### src/common/blk_tx_pkg.sv
// Purpose: Constants for the block-transmit packet formatter (host side)
// Assumes: 32-bit quadlets, header of four quadlets
// Notes:   Field positions are bit offsets inside a quadlet
package blk_tx_pkg;

  // ----------------------------------------
  // Speed codes
  // ----------------------------------------
  localparam logic [1:0] SPD_S100 = 2'h0;
  localparam logic [1:0] SPD_S200 = 2'h1;
  localparam logic [1:0] SPD_S400 = 2'h2;
  localparam logic [1:0] SPD_BAD  = 2'h3;

  // ----------------------------------------
  // Retry codes
  // ----------------------------------------
  localparam logic [1:0] RT_NEW    = 2'h0;
  localparam logic [1:0] RT_RETRYX = 2'h1;
  localparam logic [1:0] RT_RETRYA = 2'h2;
  localparam logic [1:0] RT_RETRYB = 2'h3;

  // ----------------------------------------
  // Response codes
  // ----------------------------------------
  localparam logic [3:0] RC_COMPLETE = 4'h0;
  localparam logic [3:0] RC_CONFLICT = 4'h4;
  localparam logic [3:0] RC_DATA_ERR = 4'h5;
  localparam logic [3:0] RC_TYPE_ERR = 4'h6;
  localparam logic [3:0] RC_ADDR_ERR = 4'h7;

  // ----------------------------------------
  // Quadlet 0 field positions
  // ----------------------------------------
  localparam int SPD_LSB   = 30;
  localparam int LABEL_LSB = 10;
  localparam int RT_LSB    = 8;
  localparam int TCODE_LSB = 4;
  localparam int PRIO_LSB  = 0;

  // ----------------------------------------
  // Quadlet 1..3 field positions
  // ----------------------------------------
  localparam int DEST_LSB  = 16;
  localparam int NODE_LSB  = 16;
  localparam int BUS_LSB   = 22;
  localparam int RCODE_LSB = 12;
  localparam int LEN_LSB   = 16;
  localparam int EXT_LSB   = 0;

  // ----------------------------------------
  // Sizes
  // ----------------------------------------
  localparam int HDR_QUADS  = 4;
  localparam int QUAD_BYTES = 4;
  localparam logic [1:0] ALIGN_MASK = 2'h3;
  localparam logic [3:0] TCODE_BLK_WR   = 4'h1;
  localparam logic [3:0] TCODE_BLK_RESP = 4'h7;
  localparam logic [3:0] TCODE_LOCK_RESP = 4'hb;

endpackage

### src/common/quad_stream_if.sv
// Purpose: Quadlet stream between header builder and the push sequencer
// Assumes: One clock domain
// Notes:   Valid/ready handshake, word taken when both high
`timescale 1ns/1ps
interface quad_stream_if;
  logic        valid;
  logic        ready;
  logic [31:0] data;
  logic        last;
  modport src (output valid, output data, output last, input ready);
  modport snk (input valid, input data, input last, output ready);
endinterface

### src/design/blk_hdr_builder.sv
// Purpose: Builds the four header quadlets of a block-transmit packet
// Assumes: Request fields are stable while building
// Notes:   Pure combinational packing, indexed by quadlet number
`timescale 1ns/1ps
module blk_hdr_builder
  import blk_tx_pkg::*;
(
  // Request fields
  input  wire logic [1:0]  spd_in,
  input  wire logic [5:0]  label_in,
  input  wire logic [1:0]  rt_in,
  input  wire logic [3:0]  tcode_in,
  input  wire logic [9:0]  bus_in,
  input  wire logic [5:0]  node_in,
  input  wire logic [47:0] offset_in,
  input  wire logic [3:0]  rcode_in,
  input  wire logic [15:0] len_in,
  input  wire logic [15:0] ext_in,
  // Selection
  input  wire logic [1:0]  idx_in,
  output logic      [31:0] quad_out
);

  logic        lock_resp;
  logic [15:0] off_hi;

  // ----------------------------------------
  // Field packing
  // ----------------------------------------
  assign lock_resp = (tcode_in == TCODE_LOCK_RESP) || (tcode_in == TCODE_BLK_RESP);
  // Response code rides in the top of the high offset, rest zero
  assign off_hi = lock_resp ? {rcode_in, 12'h000} : offset_in[47:32];

  always_comb
  begin
    unique case (idx_in)
      2'h0:
      begin
        // Priority bits forced to zero for cable use
        quad_out = (32'(spd_in) << SPD_LSB) | (32'(label_in) << LABEL_LSB)
                 | (32'(rt_in) << RT_LSB) | (32'(tcode_in) << TCODE_LSB);
      end
      2'h1:    quad_out = {bus_in, node_in, off_hi};
      2'h2:    quad_out = {offset_in[31:2], 2'h0};
      default: quad_out = (32'(len_in) << LEN_LSB) | 32'(ext_in);
    endcase
  end

endmodule

### src/design/blk_tx_host.sv
// Purpose: Host side that writes block-transmit packets into the link FIFO
// Assumes: Link FIFO accepts a quadlet when fifo_wr_out and fifo_ready_in are high
// Notes:   Payload quadlets come from the user stream, byte 0 first
`timescale 1ns/1ps

// Summary of operation
// - Speed code 00/01/10 only, never 11
// - User supplies unique transaction label
// - Retry field new, X, A, B encoding
// - Priority bits written as zero
// - Destination is bus number then node
// - Destination offset forced quadlet aligned
// - Lock response code in upper offset bits
// - Data length equals payload byte count
// - Zero length writes no data quadlets
// - First payload byte in lane zero
// - Extended code from user request
// - Four header quadlets in fixed layout
// - Response codes 0,4..7 only accepted on responses
module blk_tx_host
  import blk_tx_pkg::*;
(
  // Clock and reset
  input  wire logic        core_clk_in,
  input  wire logic        arst_n_in,
  // Packet request
  input  wire logic        req_valid_in,
  output logic             req_ready_out,
  input  wire logic [1:0]  spd_in,
  input  wire logic [5:0]  label_in,
  input  wire logic [1:0]  rt_in,
  input  wire logic [3:0]  tcode_in,
  input  wire logic [9:0]  bus_in,
  input  wire logic [5:0]  node_in,
  input  wire logic [47:0] offset_in,
  input  wire logic [3:0]  rcode_in,
  input  wire logic [15:0] len_in,
  input  wire logic [15:0] ext_in,
  output logic             req_err_out,
  // Payload stream
  input  wire logic        pay_valid_in,
  output logic             pay_ready_out,
  input  wire logic [31:0] pay_data_in,
  // Link transmit FIFO
  output logic             fifo_wr_out,
  output logic      [31:0] fifo_data_out,
  output logic             fifo_last_out,
  input  wire logic        fifo_ready_in
);

  typedef enum logic [1:0] {ST_IDLE, ST_HDR, ST_DATA} state_t;

  state_t      state_q;
  logic [1:0]  spd_q;
  logic [5:0]  label_q;
  logic [1:0]  rt_q;
  logic [3:0]  tcode_q;
  logic [9:0]  bus_q;
  logic [5:0]  node_q;
  logic [47:0] offset_q;
  logic [3:0]  rcode_q;
  logic [15:0] len_q;
  logic [15:0] ext_q;
  logic [1:0]  hidx_q;
  logic [14:0] dleft_q;
  logic        err_q;
  logic [31:0] hdr_quad;
  logic [31:0] data_q;
  logic        wr_q;
  logic        last_q;
  logic        req_ok;
  logic        rc_ok;
  logic        lock_resp;
  logic [14:0] quads_of_len;
  logic        out_free;

  quad_stream_if hdr_if ();

  // ----------------------------------------
  // Request check
  // ----------------------------------------
  assign lock_resp = (tcode_in == TCODE_LOCK_RESP) || (tcode_in == TCODE_BLK_RESP);
  // Reserved response codes rejected on responses
  assign rc_ok = !lock_resp || (rcode_in == RC_COMPLETE) || (rcode_in == RC_CONFLICT)
               || (rcode_in == RC_DATA_ERR) || (rcode_in == RC_TYPE_ERR)
               || (rcode_in == RC_ADDR_ERR);
  assign req_ok = (spd_in != SPD_BAD) && rc_ok;
  // Rounded up so a partial last quadlet is still sent; one spare bit so
  // the largest lengths do not wrap to an empty payload
  assign quads_of_len = 15'((17'(len_in) + 17'(QUAD_BYTES - 1)) >> 2);
  // Output slot is free when empty or being drained this cycle
  assign out_free = !wr_q || fifo_ready_in;
  assign req_ready_out = (state_q == ST_IDLE);

  // ----------------------------------------
  // Header packing
  // ----------------------------------------
  blk_hdr_builder u_hdr (
    .spd_in    (spd_q),
    .label_in  (label_q),
    .rt_in     (rt_q),
    .tcode_in  (tcode_q),
    .bus_in    (bus_q),
    .node_in   (node_q),
    .offset_in (offset_q),
    .rcode_in  (rcode_q),
    .len_in    (len_q),
    .ext_in    (ext_q),
    .idx_in    (hidx_q),
    .quad_out  (hdr_quad)
  );

  assign hdr_if.valid = (state_q == ST_HDR);
  assign hdr_if.data  = hdr_quad;
  assign hdr_if.last  = (hidx_q == 2'(HDR_QUADS - 1)) && (dleft_q == '0);
  assign hdr_if.ready = out_free;

  assign pay_ready_out = (state_q == ST_DATA) && out_free;

  // ----------------------------------------
  // Request capture
  // ----------------------------------------
  always_ff @(posedge core_clk_in or negedge arst_n_in)
  begin
    if (!arst_n_in)
    begin
      spd_q    <= SPD_S100;
      label_q  <= '0;
      rt_q     <= RT_NEW;
      tcode_q  <= TCODE_BLK_WR;
      bus_q    <= '0;
      node_q   <= '0;
      offset_q <= '0;
      rcode_q  <= RC_COMPLETE;
      len_q    <= '0;
      ext_q    <= '0;
    end
    else if (req_valid_in && req_ready_out && req_ok)
    begin
      spd_q    <= spd_in;
      label_q  <= label_in;
      rt_q     <= rt_in;
      tcode_q  <= tcode_in;
      bus_q    <= bus_in;
      node_q   <= node_in;
      offset_q <= offset_in;
      rcode_q  <= rcode_in;
      len_q    <= len_in;
      ext_q    <= ext_in;
    end
  end

  // ----------------------------------------
  // Sequencer
  // ----------------------------------------
  always_ff @(posedge core_clk_in or negedge arst_n_in)
  begin
    if (!arst_n_in)
    begin
      state_q <= ST_IDLE;
      hidx_q  <= '0;
      dleft_q <= '0;
    end
    else
    begin
      unique case (state_q)
        ST_IDLE:
        begin
          if (req_valid_in && req_ok)
          begin
            state_q <= ST_HDR;
            hidx_q  <= '0;
            dleft_q <= quads_of_len;
          end
        end
        ST_HDR:
        begin
          if (hdr_if.valid && hdr_if.ready)
          begin
            hidx_q <= hidx_q + 2'h1;
            if (hidx_q == 2'(HDR_QUADS - 1))
            begin
              // No data phase for an empty payload
              state_q <= (dleft_q == '0) ? ST_IDLE : ST_DATA;
            end
          end
        end
        ST_DATA:
        begin
          if (pay_valid_in && pay_ready_out)
          begin
            dleft_q <= dleft_q - 15'h1;
            if (dleft_q == 15'h1)
            begin
              state_q <= ST_IDLE;
            end
          end
        end
      endcase
    end
  end

  // ----------------------------------------
  // Error flag
  // ----------------------------------------
  always_ff @(posedge core_clk_in or negedge arst_n_in)
  begin
    if (!arst_n_in)
    begin
      err_q <= 1'b0;
    end
    else
    begin
      err_q <= req_valid_in && req_ready_out && !req_ok;
    end
  end
  assign req_err_out = err_q;

  // ----------------------------------------
  // FIFO write register
  // ----------------------------------------
  // Quadlets are pushed as the slot frees; link stalls or payload gaps leave idle cycles within a packet
  always_ff @(posedge core_clk_in or negedge arst_n_in)
  begin
    if (!arst_n_in)
    begin
      wr_q   <= 1'b0;
      data_q <= '0;
      last_q <= 1'b0;
    end
    else if (out_free)
    begin
      wr_q <= 1'b0;
      if (hdr_if.valid)
      begin
        wr_q   <= 1'b1;
        data_q <= hdr_if.data;
        last_q <= hdr_if.last;
      end
      else if (pay_valid_in && pay_ready_out)
      begin
        wr_q   <= 1'b1;
        data_q <= pay_data_in;
        last_q <= (dleft_q == 15'h1);
      end
    end
  end

  assign fifo_wr_out   = wr_q;
  assign fifo_data_out = data_q;
  assign fifo_last_out = last_q;

  // ----------------------------------------
  // Checks
  // ----------------------------------------
  chk_spd_legal: assert property (@(posedge core_clk_in) disable iff (!arst_n_in)
    (state_q != ST_IDLE) |-> (spd_q != SPD_BAD))
    else $error("illegal speed code in flight");

  chk_prio_zero: assert property (@(posedge core_clk_in) disable iff (!arst_n_in)
    (fifo_wr_out && $past(state_q) == ST_HDR && $past(hidx_q) == 2'h0)
      |-> (fifo_data_out[3:0] == 4'h0))
    else $error("priority bits not zero");

  chk_off_align: assert property (@(posedge core_clk_in) disable iff (!arst_n_in)
    (state_q == ST_HDR && hidx_q == 2'h2) |-> (hdr_quad[1:0] == 2'h0))
    else $error("destination offset not aligned");

  chk_zero_len: assert property (@(posedge core_clk_in) disable iff (!arst_n_in)
    (state_q == ST_DATA) |-> (len_q != 16'h0))
    else $error("data phase entered for zero length");

  chk_hdr_order: assert property (@(posedge core_clk_in) disable iff (!arst_n_in)
    (state_q == ST_HDR && hdr_if.ready && hidx_q == 2'h0)
      |=> (hidx_q == 2'h1) && (state_q == ST_HDR))
    else $error("header quadlet order broken");

  chk_len_count: assert property (@(posedge core_clk_in) disable iff (!arst_n_in)
    ($rose(state_q == ST_DATA)) |-> (dleft_q == 15'((17'(len_q) + 17'h3) >> 2)))
    else $error("data count does not match length");

  chk_rcode_ok: assert property (@(posedge core_clk_in) disable iff (!arst_n_in)
    (req_valid_in && req_ready_out && lock_resp
      && rcode_in inside {[4'h1:4'h3], [4'h8:4'hf]})
      |=> req_err_out && state_q == ST_IDLE)
    else $error("reserved response code accepted");

  chk_last_mark: assert property (@(posedge core_clk_in) disable iff (!arst_n_in)
    (fifo_wr_out && fifo_last_out) |-> (state_q != ST_DATA))
    else $error("last quadlet marked early");

  // A stalled link must see the same quadlet again on the next cycle
  chk_wr_hold: assert property (@(posedge core_clk_in) disable iff (!arst_n_in)
    (fifo_wr_out && !fifo_ready_in)
      |=> fifo_wr_out && $stable(fifo_data_out) && $stable(fifo_last_out))
    else $error("quadlet dropped while link stalled");

endmodule

### config.mk
export PLATFORM = sky130hd
export DESIGN_NAME = blk_tx_host
export DESIGN_NICKNAME = d
export VERILOG_FILES = /design/src/common/blk_tx_pkg.sv /design/src/common/quad_stream_if.sv /design/src/design/blk_hdr_builder.sv /design/src/design/blk_tx_host.sv
export SDC_FILE = /design/constraint.sdc
export NUM_CORES = 1
export LEC_CHECK = 0
export ABC_AREA = 1
export BUFFER_PORTS_ARGS = -buffer_cell sky130_fd_sc_hd__buf_2
export CORE_UTILIZATION = 56
export CTS_BUF_LIST = sky130_fd_sc_hd__clkbuf_4
export DETAILED_ROUTE_END_ITERATION = 12
export PLACE_DENSITY_LB_ADDON = 0.05
export SKIP_CTS_REPAIR_TIMING = 1
export SLEW_MARGIN = 20
export SYNTH_ARGS = -nofsm -noshare
export SYNTH_HDL_FRONTEND = slang
export SYNTH_SLANG_ARGS = --single-unit
### constraint.sdc
create_clock -name core_clk_in -period 2.13 [get_ports core_clk_in]
set_input_delay 0.1065 -clock core_clk_in [delete_from_list [all_inputs] [get_ports core_clk_in]]
set_output_delay 0.1065 -clock core_clk_in [all_outputs]
set_load 0.01 [all_outputs]
# After elaboration in Yosys (flattened, before gate mapping)
# Cells that the tools add are included.
# totals
ff_bits	168
input_bits	151
out_inout_bits	37
elab_cells	96
# op_classes
addsub	3
eq_ne	20
n_mux	21
bitwise	4
n_reduce_logical	31
# op_table
cell	count
case mux 32 bit (3 select lines)	1
2-to-1 mux 32 bit	2
bitwise OR 32 x 16 -> 32 bit	2
bitwise OR 32 x 10 -> 32 bit	1
bitwise OR 32 x 8 -> 32 bit	1
2-to-1 mux 15 bit	2
case mux 15 bit (2 select lines)	1
equality test 4 x 3 -> 1 bit (second input constant)	6
adder 16 x 2 -> 17 bit (second input constant)	1
2-to-1 mux 16 bit	1
2-to-1 mux 2 bit	8
equality test 15 x 1 -> 1 bit (second input constant)	1
logical NOT 15 bit	1
subtractor 15 x 1 -> 15 bit (second input constant)	1
inequality test 2 x 1 -> 1 bit (second input constant)	5
logical AND 1 bit	9
equality test 4 bit (second input constant)	2
logical OR 1 bit	8
equality test 2 bit (second input constant)	3
case mux 2 bit (3 select lines)	1
AND reduction 3 bit	2
nonzero test 2 bit	3
AND reduction 5 bit	1
equality test 2 x 1 -> 1 bit (second input constant)	2
8 further kinds	14

# Depth between registers and ports, before layout
# logic_depth
depth_word	12
depth_mapped	11
mapped_depth_nobuf	11

# By module
# From an unflattened synthesis, not the netlist that was laid out.
# unflattened
hier_cells	1185
area_unflattened_um2	8777.2
# by_module_without_submodules
mod	instances	cells_each	area_per_inst_um2	seq_area_each_um2
blk_tx_host	1	1002	7966.4	4205.3
blk_hdr_builder	1	183	810.8	0.0

# Worst setup path after synthesis
# No wires, ideal clock.
# synth_timing
kind	flip-flop to flip-flop
from	register state_q[0]
to	register bus_q[2]
setup_time_ps	120
arrival_ps	1517
required_time_ps	2010
setup_slack_ps	493
stages_incl_launch_ff	10
path_buffers	2
period_less_slack_ps	1637
cell_sequence	dfrtp_1 inv_1 ha_1 nand2_1 clkinv_1 nand3_4 buf_6 buf_6 nor2_1 a21oi_2
# synth_via
elab_chain_cells	3
# synth_rtl
item	line	rtl
from (decl)	blk_tx_host.sv:53	state_t state_q;
from (signal assigned)	blk_tx_host.sv:184	state_q <= (dleft_q == '0) ? ST_IDLE : ST_DATA;
logical NOT 2 bit	blk_tx_host.sv:93	assign req_ready_out = (state_q == ST_IDLE);
via req_ready_out	blk_tx_host.sv:28	output logic req_ready_out,
logical AND 1 bit (2 in a row)	blk_tx_host.sv:138	else if (req_valid_in && req_ready_out && req_ok)
to (signal assigned)	blk_tx_host.sv:144	bus_q <= bus_in;
to (decl)	blk_tx_host.sv:58	logic [9:0] bus_q;
# The timed path passes the listed nets, and every way through them passes these cells.
# A chain may end at the register's enable or synchronous reset.

# Worst setup path after layout
# layout_timing
from	register state_q[0]
to	register dleft_q[6]
# layout_via
elab_chain_cells	5
elab_cells_between_ends	9
classes_between	eq/ne: 3; mux: 1; reduce/logical: 5
# layout_rtl
item	line	rtl
equality test 2 bit	blk_tx_host.sv:118, blk_tx_host.sv:166	
logical AND 1 bit	blk_tx_host.sv:118	assign pay_ready_out = (state_q == ST_DATA) && out_free;
logical AND 1 bit	blk_tx_host.sv:190	if (pay_valid_in && pay_ready_out)
inequality test 2 x 1 -> 1 bit (no source line)	--	
AND reduction 3 bit (no source line)	--	
to (signal assigned)	blk_tx_host.sv:173	dleft_q <= quads_of_len;
to (signal assigned)	blk_tx_host.sv:192	dleft_q <= dleft_q - 15'h1;
to (decl)	blk_tx_host.sv:65	logic [14:0] dleft_q;
# Parallel ways exist; a longest one is shown, timed or not.

==> flow_results.org <==
** Outcome
- The run finished with clean final reports.

** Worst setup path
- Counting buffers and inverters, the worst setup path is 9 cells deep.
- Required time worst endpoint :: around 2.6 ns
- By startpoint and endpoint, the worst setup path is classified as flip-flop to flip-flop.
- Critical path data arrival time :: 2.33 ns
- The worst setup path is captured at a flip-flop.
- In this run the worst path has a maximum fanout of 14.
- On the worst path, the slowest cell contributes a delay of 0.42 ns.
- The critical path contains buffers and inverters numbering 2 combined.
- Slowest cell on the critical path :: sky130_fd_sc_hd__dfrtp_1
- Critical path launch point type :: flip-flop
- Family with the most delay on the worst path :: simple AND/OR/NAND/NOR gates
- Number of cells on the worst reg-to-reg path :: 9
- Walking the worst path, the cells encountered are inv_1 -> ha_1 -> nand2_2 -> inv_2 -> nand2_2 -> nand2_4 -> a21boi_4 -> nand2_1 -> nand2_1.

** Detailed routing
- For this run, design rule violations remaining after detail routing come to 0.
- Using the TritonRoute via totals, the vias-per-cell ratio works out to 5.24.
- The detail route stage leaves a number of antenna-violating nets equal to 0.
- WL final :: 25700 um
- For this run, the detailed router's first-pass iteration total came to 8.
- The first routing iteration left 738 violations.
- Total via count after detailed routing :: ~8.8k
- In the final routed layout, each cell accounts on average for roughly 15 um.

** Timing
- Headroom to the max-slew limit came out at 0.671.
- Worst clock skew on the final layout :: 0.0213 ns
- For the pin with the worst max-slew slack, the measured transition is roughly 0.49 ns.
- The number of hold violations in the final report came to 0.
- # setup viols final :: 0
- Final total negative setup slack :: 0 ns
- Final count of pins violating max slew :: 0
- The worst path in the final design needs a cycle of 1.82 ns, including I/O delays and setup.
- Timing would allow up to 551 MHz.
- Setup repair after global routing left no endpoint under its margin.
- Of the available clock period, the critical path in the final layout requires 0.852.

** Pwr
- Across the VDD grid, the largest voltage drop is 0.757 mV.
- Of the total power, combinational logic draws 0.449.
- For this design the ratio of total power to cell area is between 1000 and 1500 nW/um^2.
- Relative contribution of the clock network to total power :: 0.151
- Of the total power, registers draw 0.401.
- The analysis attributes to net switching a power of between 6 and 7 mW.
- Of the total power, the share spent switching nets is 0.429.
- For this design the static power due to leakage is 6.15 nW.
- Internal power comes to 7.99 mW.

** Layout
- In the final layout, the share of cells above drive strength 1 is 0.182.
- Post-synthesis to final-layout area growth :: 33.4%
- For this run, the post-layout net count is 1629.
- Final cell area excluding filler cells :: 11600 sq um

** Clock tree
- Count of H-tree levels built during CTS :: 4
- TritonCTS created 17 clock buffers.
- Number of sinks on the clock net :: 166
- Clk_lat worst skew :: 0.57 ns
- TritonCTS clock tree :: done
- CTS Root Cell :: sky130_fd_sc_hd__clkbuf_4
- The longest clock path from root to sink contains 2 buffers.
- Clock edge transition at the registers on the reported setup and hold paths :: 0.14 ns

** Global routing
- GRT Total Usage :: 0.296
- Remaining global-route overflow :: 0
- Entering global routing, the biggest net connects 113 pins.
- The number of antenna violations at the first check in global routing was 1.
- The number of global-route vias before repair is 7107.
- Global-route wire length before repair :: ~36000 um

** Floorplanning
- Site row count :: 45
- Number of top-level design ports :: 188
- The die covers roughly 16000 sq um.
- From bottom edge to top edge, the die measures 127 um.
- The die is 127 um wide.
- Area of the core region :: 15200 sq um
- Initial Util :: 0.572

** Synth
- The synthesized design contains 0 enable-type register cells.
- Synthesis-stage register bit count :: approximately 170
- Count of distinct cell types in the synthesized netlist :: 39
- Number of warning messages in the yosys log :: 0
- For this run, the register share of the synthesized area comes to 0.478.
- Cell count after synthesis :: 1144
- After synthesis, the largest family of logic cells by area is simple AND/OR/NAND/NOR gates.
- Fraction of registers with async set/reset :: 1.00
- Post-synthesis adder-cell area fraction :: 0.0144
- The synthesized netlist occupies a cell area of 8700 sq um.
- The portion of synthesized area spent on multiplexers is 0.
- Synthesis produced a netlist with a net count of 1305.
- Mapped Avg Cell Area :: 7.61 sq um
- Among all flip-flop cells after synthesis, the most frequent one is sky130_fd_sc_hd__dfrtp_1.
- The fraction of the mapped netlist area in compound gates came to 0.151.
- Synthesized-area fraction occupied by xor and xnor cells :: 0.00302
- Of the total synthesized cell area, the portion taken by AND, OR, NAND and NOR gates is 0.244.

** Place
- Number of buffer cells added on primary ports :: between 150 and 200
- HPWL reported at the end of detailed placement :: roughly 17000 um
- Routability-driven placement finished with a final weighted congestion of 0.890.
- Standard cell area after detailed placement :: 9790 sq um

** Flow run
- The tool flagged a number of max-cap violations equal to 0.

** Hold path
- Hold Path Stages :: 7
- Type of the most critical hold path :: input pin to flip-flop
[power by group through the flow]
stage	Clock (mW)	Combinational [mW]	Sequential (mW)
6_report	2.11	6.28	5.60
5_1_grt	2.28	7.06	5.77
4_1_cts	2.13	5.98	5.56
3_5_place_dp	0	5.96	5.64
3_3_place_gp	0	5.84	5.58
2_1_floorplan	0	4.08	5.55
[cells by family (layout without fill, tap and decap cells)]
group,count (synthesis),after routing
compound gates,231,231
fa+ha+maj,10,10
buf+inv,211,548
flops,166,166
other cells,0,1
simple gates,523,523
xor+xnor,3,3
[layout by cell type (no fill, tap or decap), drive strengths merged]
master	n
o211ai	2
nor3	1
bufinv	4
nand4	10
inv	158
nand3	44
a22o	8
nand2	343
nor2	122
a21boi	2
a31oi	14
or2	2
clkbuf	17
dfstp	1
xor2	2
a22oi	3
diode	1
o22ai	2
a21oi	67
dfrtp	165
nand3b	1
ha	10
clkinvlp	3
xnor2	1
o21ai	122
dlygate4sd3	149
clkinv	8
buf	209
a32oi	11
[stage by stage]
step / cells / util / power (mW) / hold slack, ns / setup WS, ns
final: 1670 / 0.764 / 14.0 / 0.0837 / 0.315
after global routing: 1670 / 0.764 / 15.1 / 0.0832 / 0.140
after CTS: 1520 / 0.665 / 13.7 / -0.576 / 0.320
after detailed placement: 1488 / 0.644 / 11.6 / 0.0512 / 0.344
after global placement: 1488 / 0.644 / 11.4 / 0.0499 / 0.394
after floorplan: 1144 / - / 9.63 / -0.189 / 0.493
[worst reg2reg max path, delay by kind of cell, from the launching register on]
family	cells	cell delay [ns]
buffers and inverters	2	0.16
AND/OR/NAND/NOR	5	0.47
adder cells (fa/ha/maj)	1	0.29
AO/OA/AOI/OAI	1	0.43
flip-flops	1	0.42
[cell type report]
type / instances / area (sq um)
Clock inverter: 15 / 203
Inverter: 158 / 593
Timing Repair Buffer: 358 / 2700
Antenna cell: 1 / 2.50
Sequential cell: 166 / 4160
Clock buffer: 17 / 128
Fill cell: 1139 / 3590
Tap cell: 188 / 235
Multi-Input combinational cell: 767 / 3590
[flip-flops by register name, indices dropped and copies added, names as in the netlist, 4 cells and up]
register and flops:
label_q 6, ext_q 16, rcode_q 4, len_q 16, offset_q 46, bus_q 10
fifo_data_out 32, dleft_q 15, tcode_q 4, node_q 6
[worst paths after layout]
| check | slack [ns] | to | start |
|---|---|---|---|
| setup / recovery | 0.31 | dleft_q[6] | state_q[0] |
| hold / removal | 0.08 | state_q[0] | pay_valid_in |
| setup reg to reg | 0.31 | dleft_q[6] | state_q[0] |
| hold reg to reg | 0.50 | len_q[12] | len_q[12] |
| max in group asynchronous | 0.51 | fifo_data_out[11] | arst_n_in |
| min in group asynchronous | 0.54 | ext_q[10] | arst_n_in |
[per-layer routing]
layer | global-route usage | vias up | wire length (um)
met1 | 0.456 | 4091 | 11700
li1 | - | 4280 | -
met3 | 0.0654 | 27 | 2090
met4 | 0.0609 | 0 | 299
met2 | 0.432 | 353 | 11600
met5 | 0 | - | 0
[synth_stat cells, types with 3 or more instances]
library cell               number  share of area
sky130_fd_sc_hd__o21ai_0       95          0.055
sky130_fd_sc_hd__nor2_2         4         0.0029
sky130_fd_sc_hd__inv_1        154          0.066
sky130_fd_sc_hd__a21oi_2        7         0.0070
sky130_fd_sc_hd__a22o_1         8         0.0081
sky130_fd_sc_hd__o21ai_1       26          0.015
sky130_fd_sc_hd__nor2_1       117          0.050
sky130_fd_sc_hd__a32oi_1       11          0.011
sky130_fd_sc_hd__ha_1          10          0.014
sky130_fd_sc_hd__dfrtp_1      165           0.47
sky130_fd_sc_hd__buf_4          3         0.0026
sky130_fd_sc_hd__clkinv_1       3         0.0013
sky130_fd_sc_hd__a31oi_1       14          0.010
sky130_fd_sc_hd__nand4_1       10         0.0072
sky130_fd_sc_hd__buf_6         18          0.023
sky130_fd_sc_hd__nand2_2        5         0.0036
sky130_fd_sc_hd__a21oi_1       59          0.034
sky130_fd_sc_hd__nand3_1       41          0.024
sky130_fd_sc_hd__clkbuf_1      18         0.0078
sky130_fd_sc_hd__buf_2         14         0.0081
sky130_fd_sc_hd__a22oi_1        3         0.0026
sky130_fd_sc_hd__nand2_1      336           0.14
(Power assumes the default switching activity.)
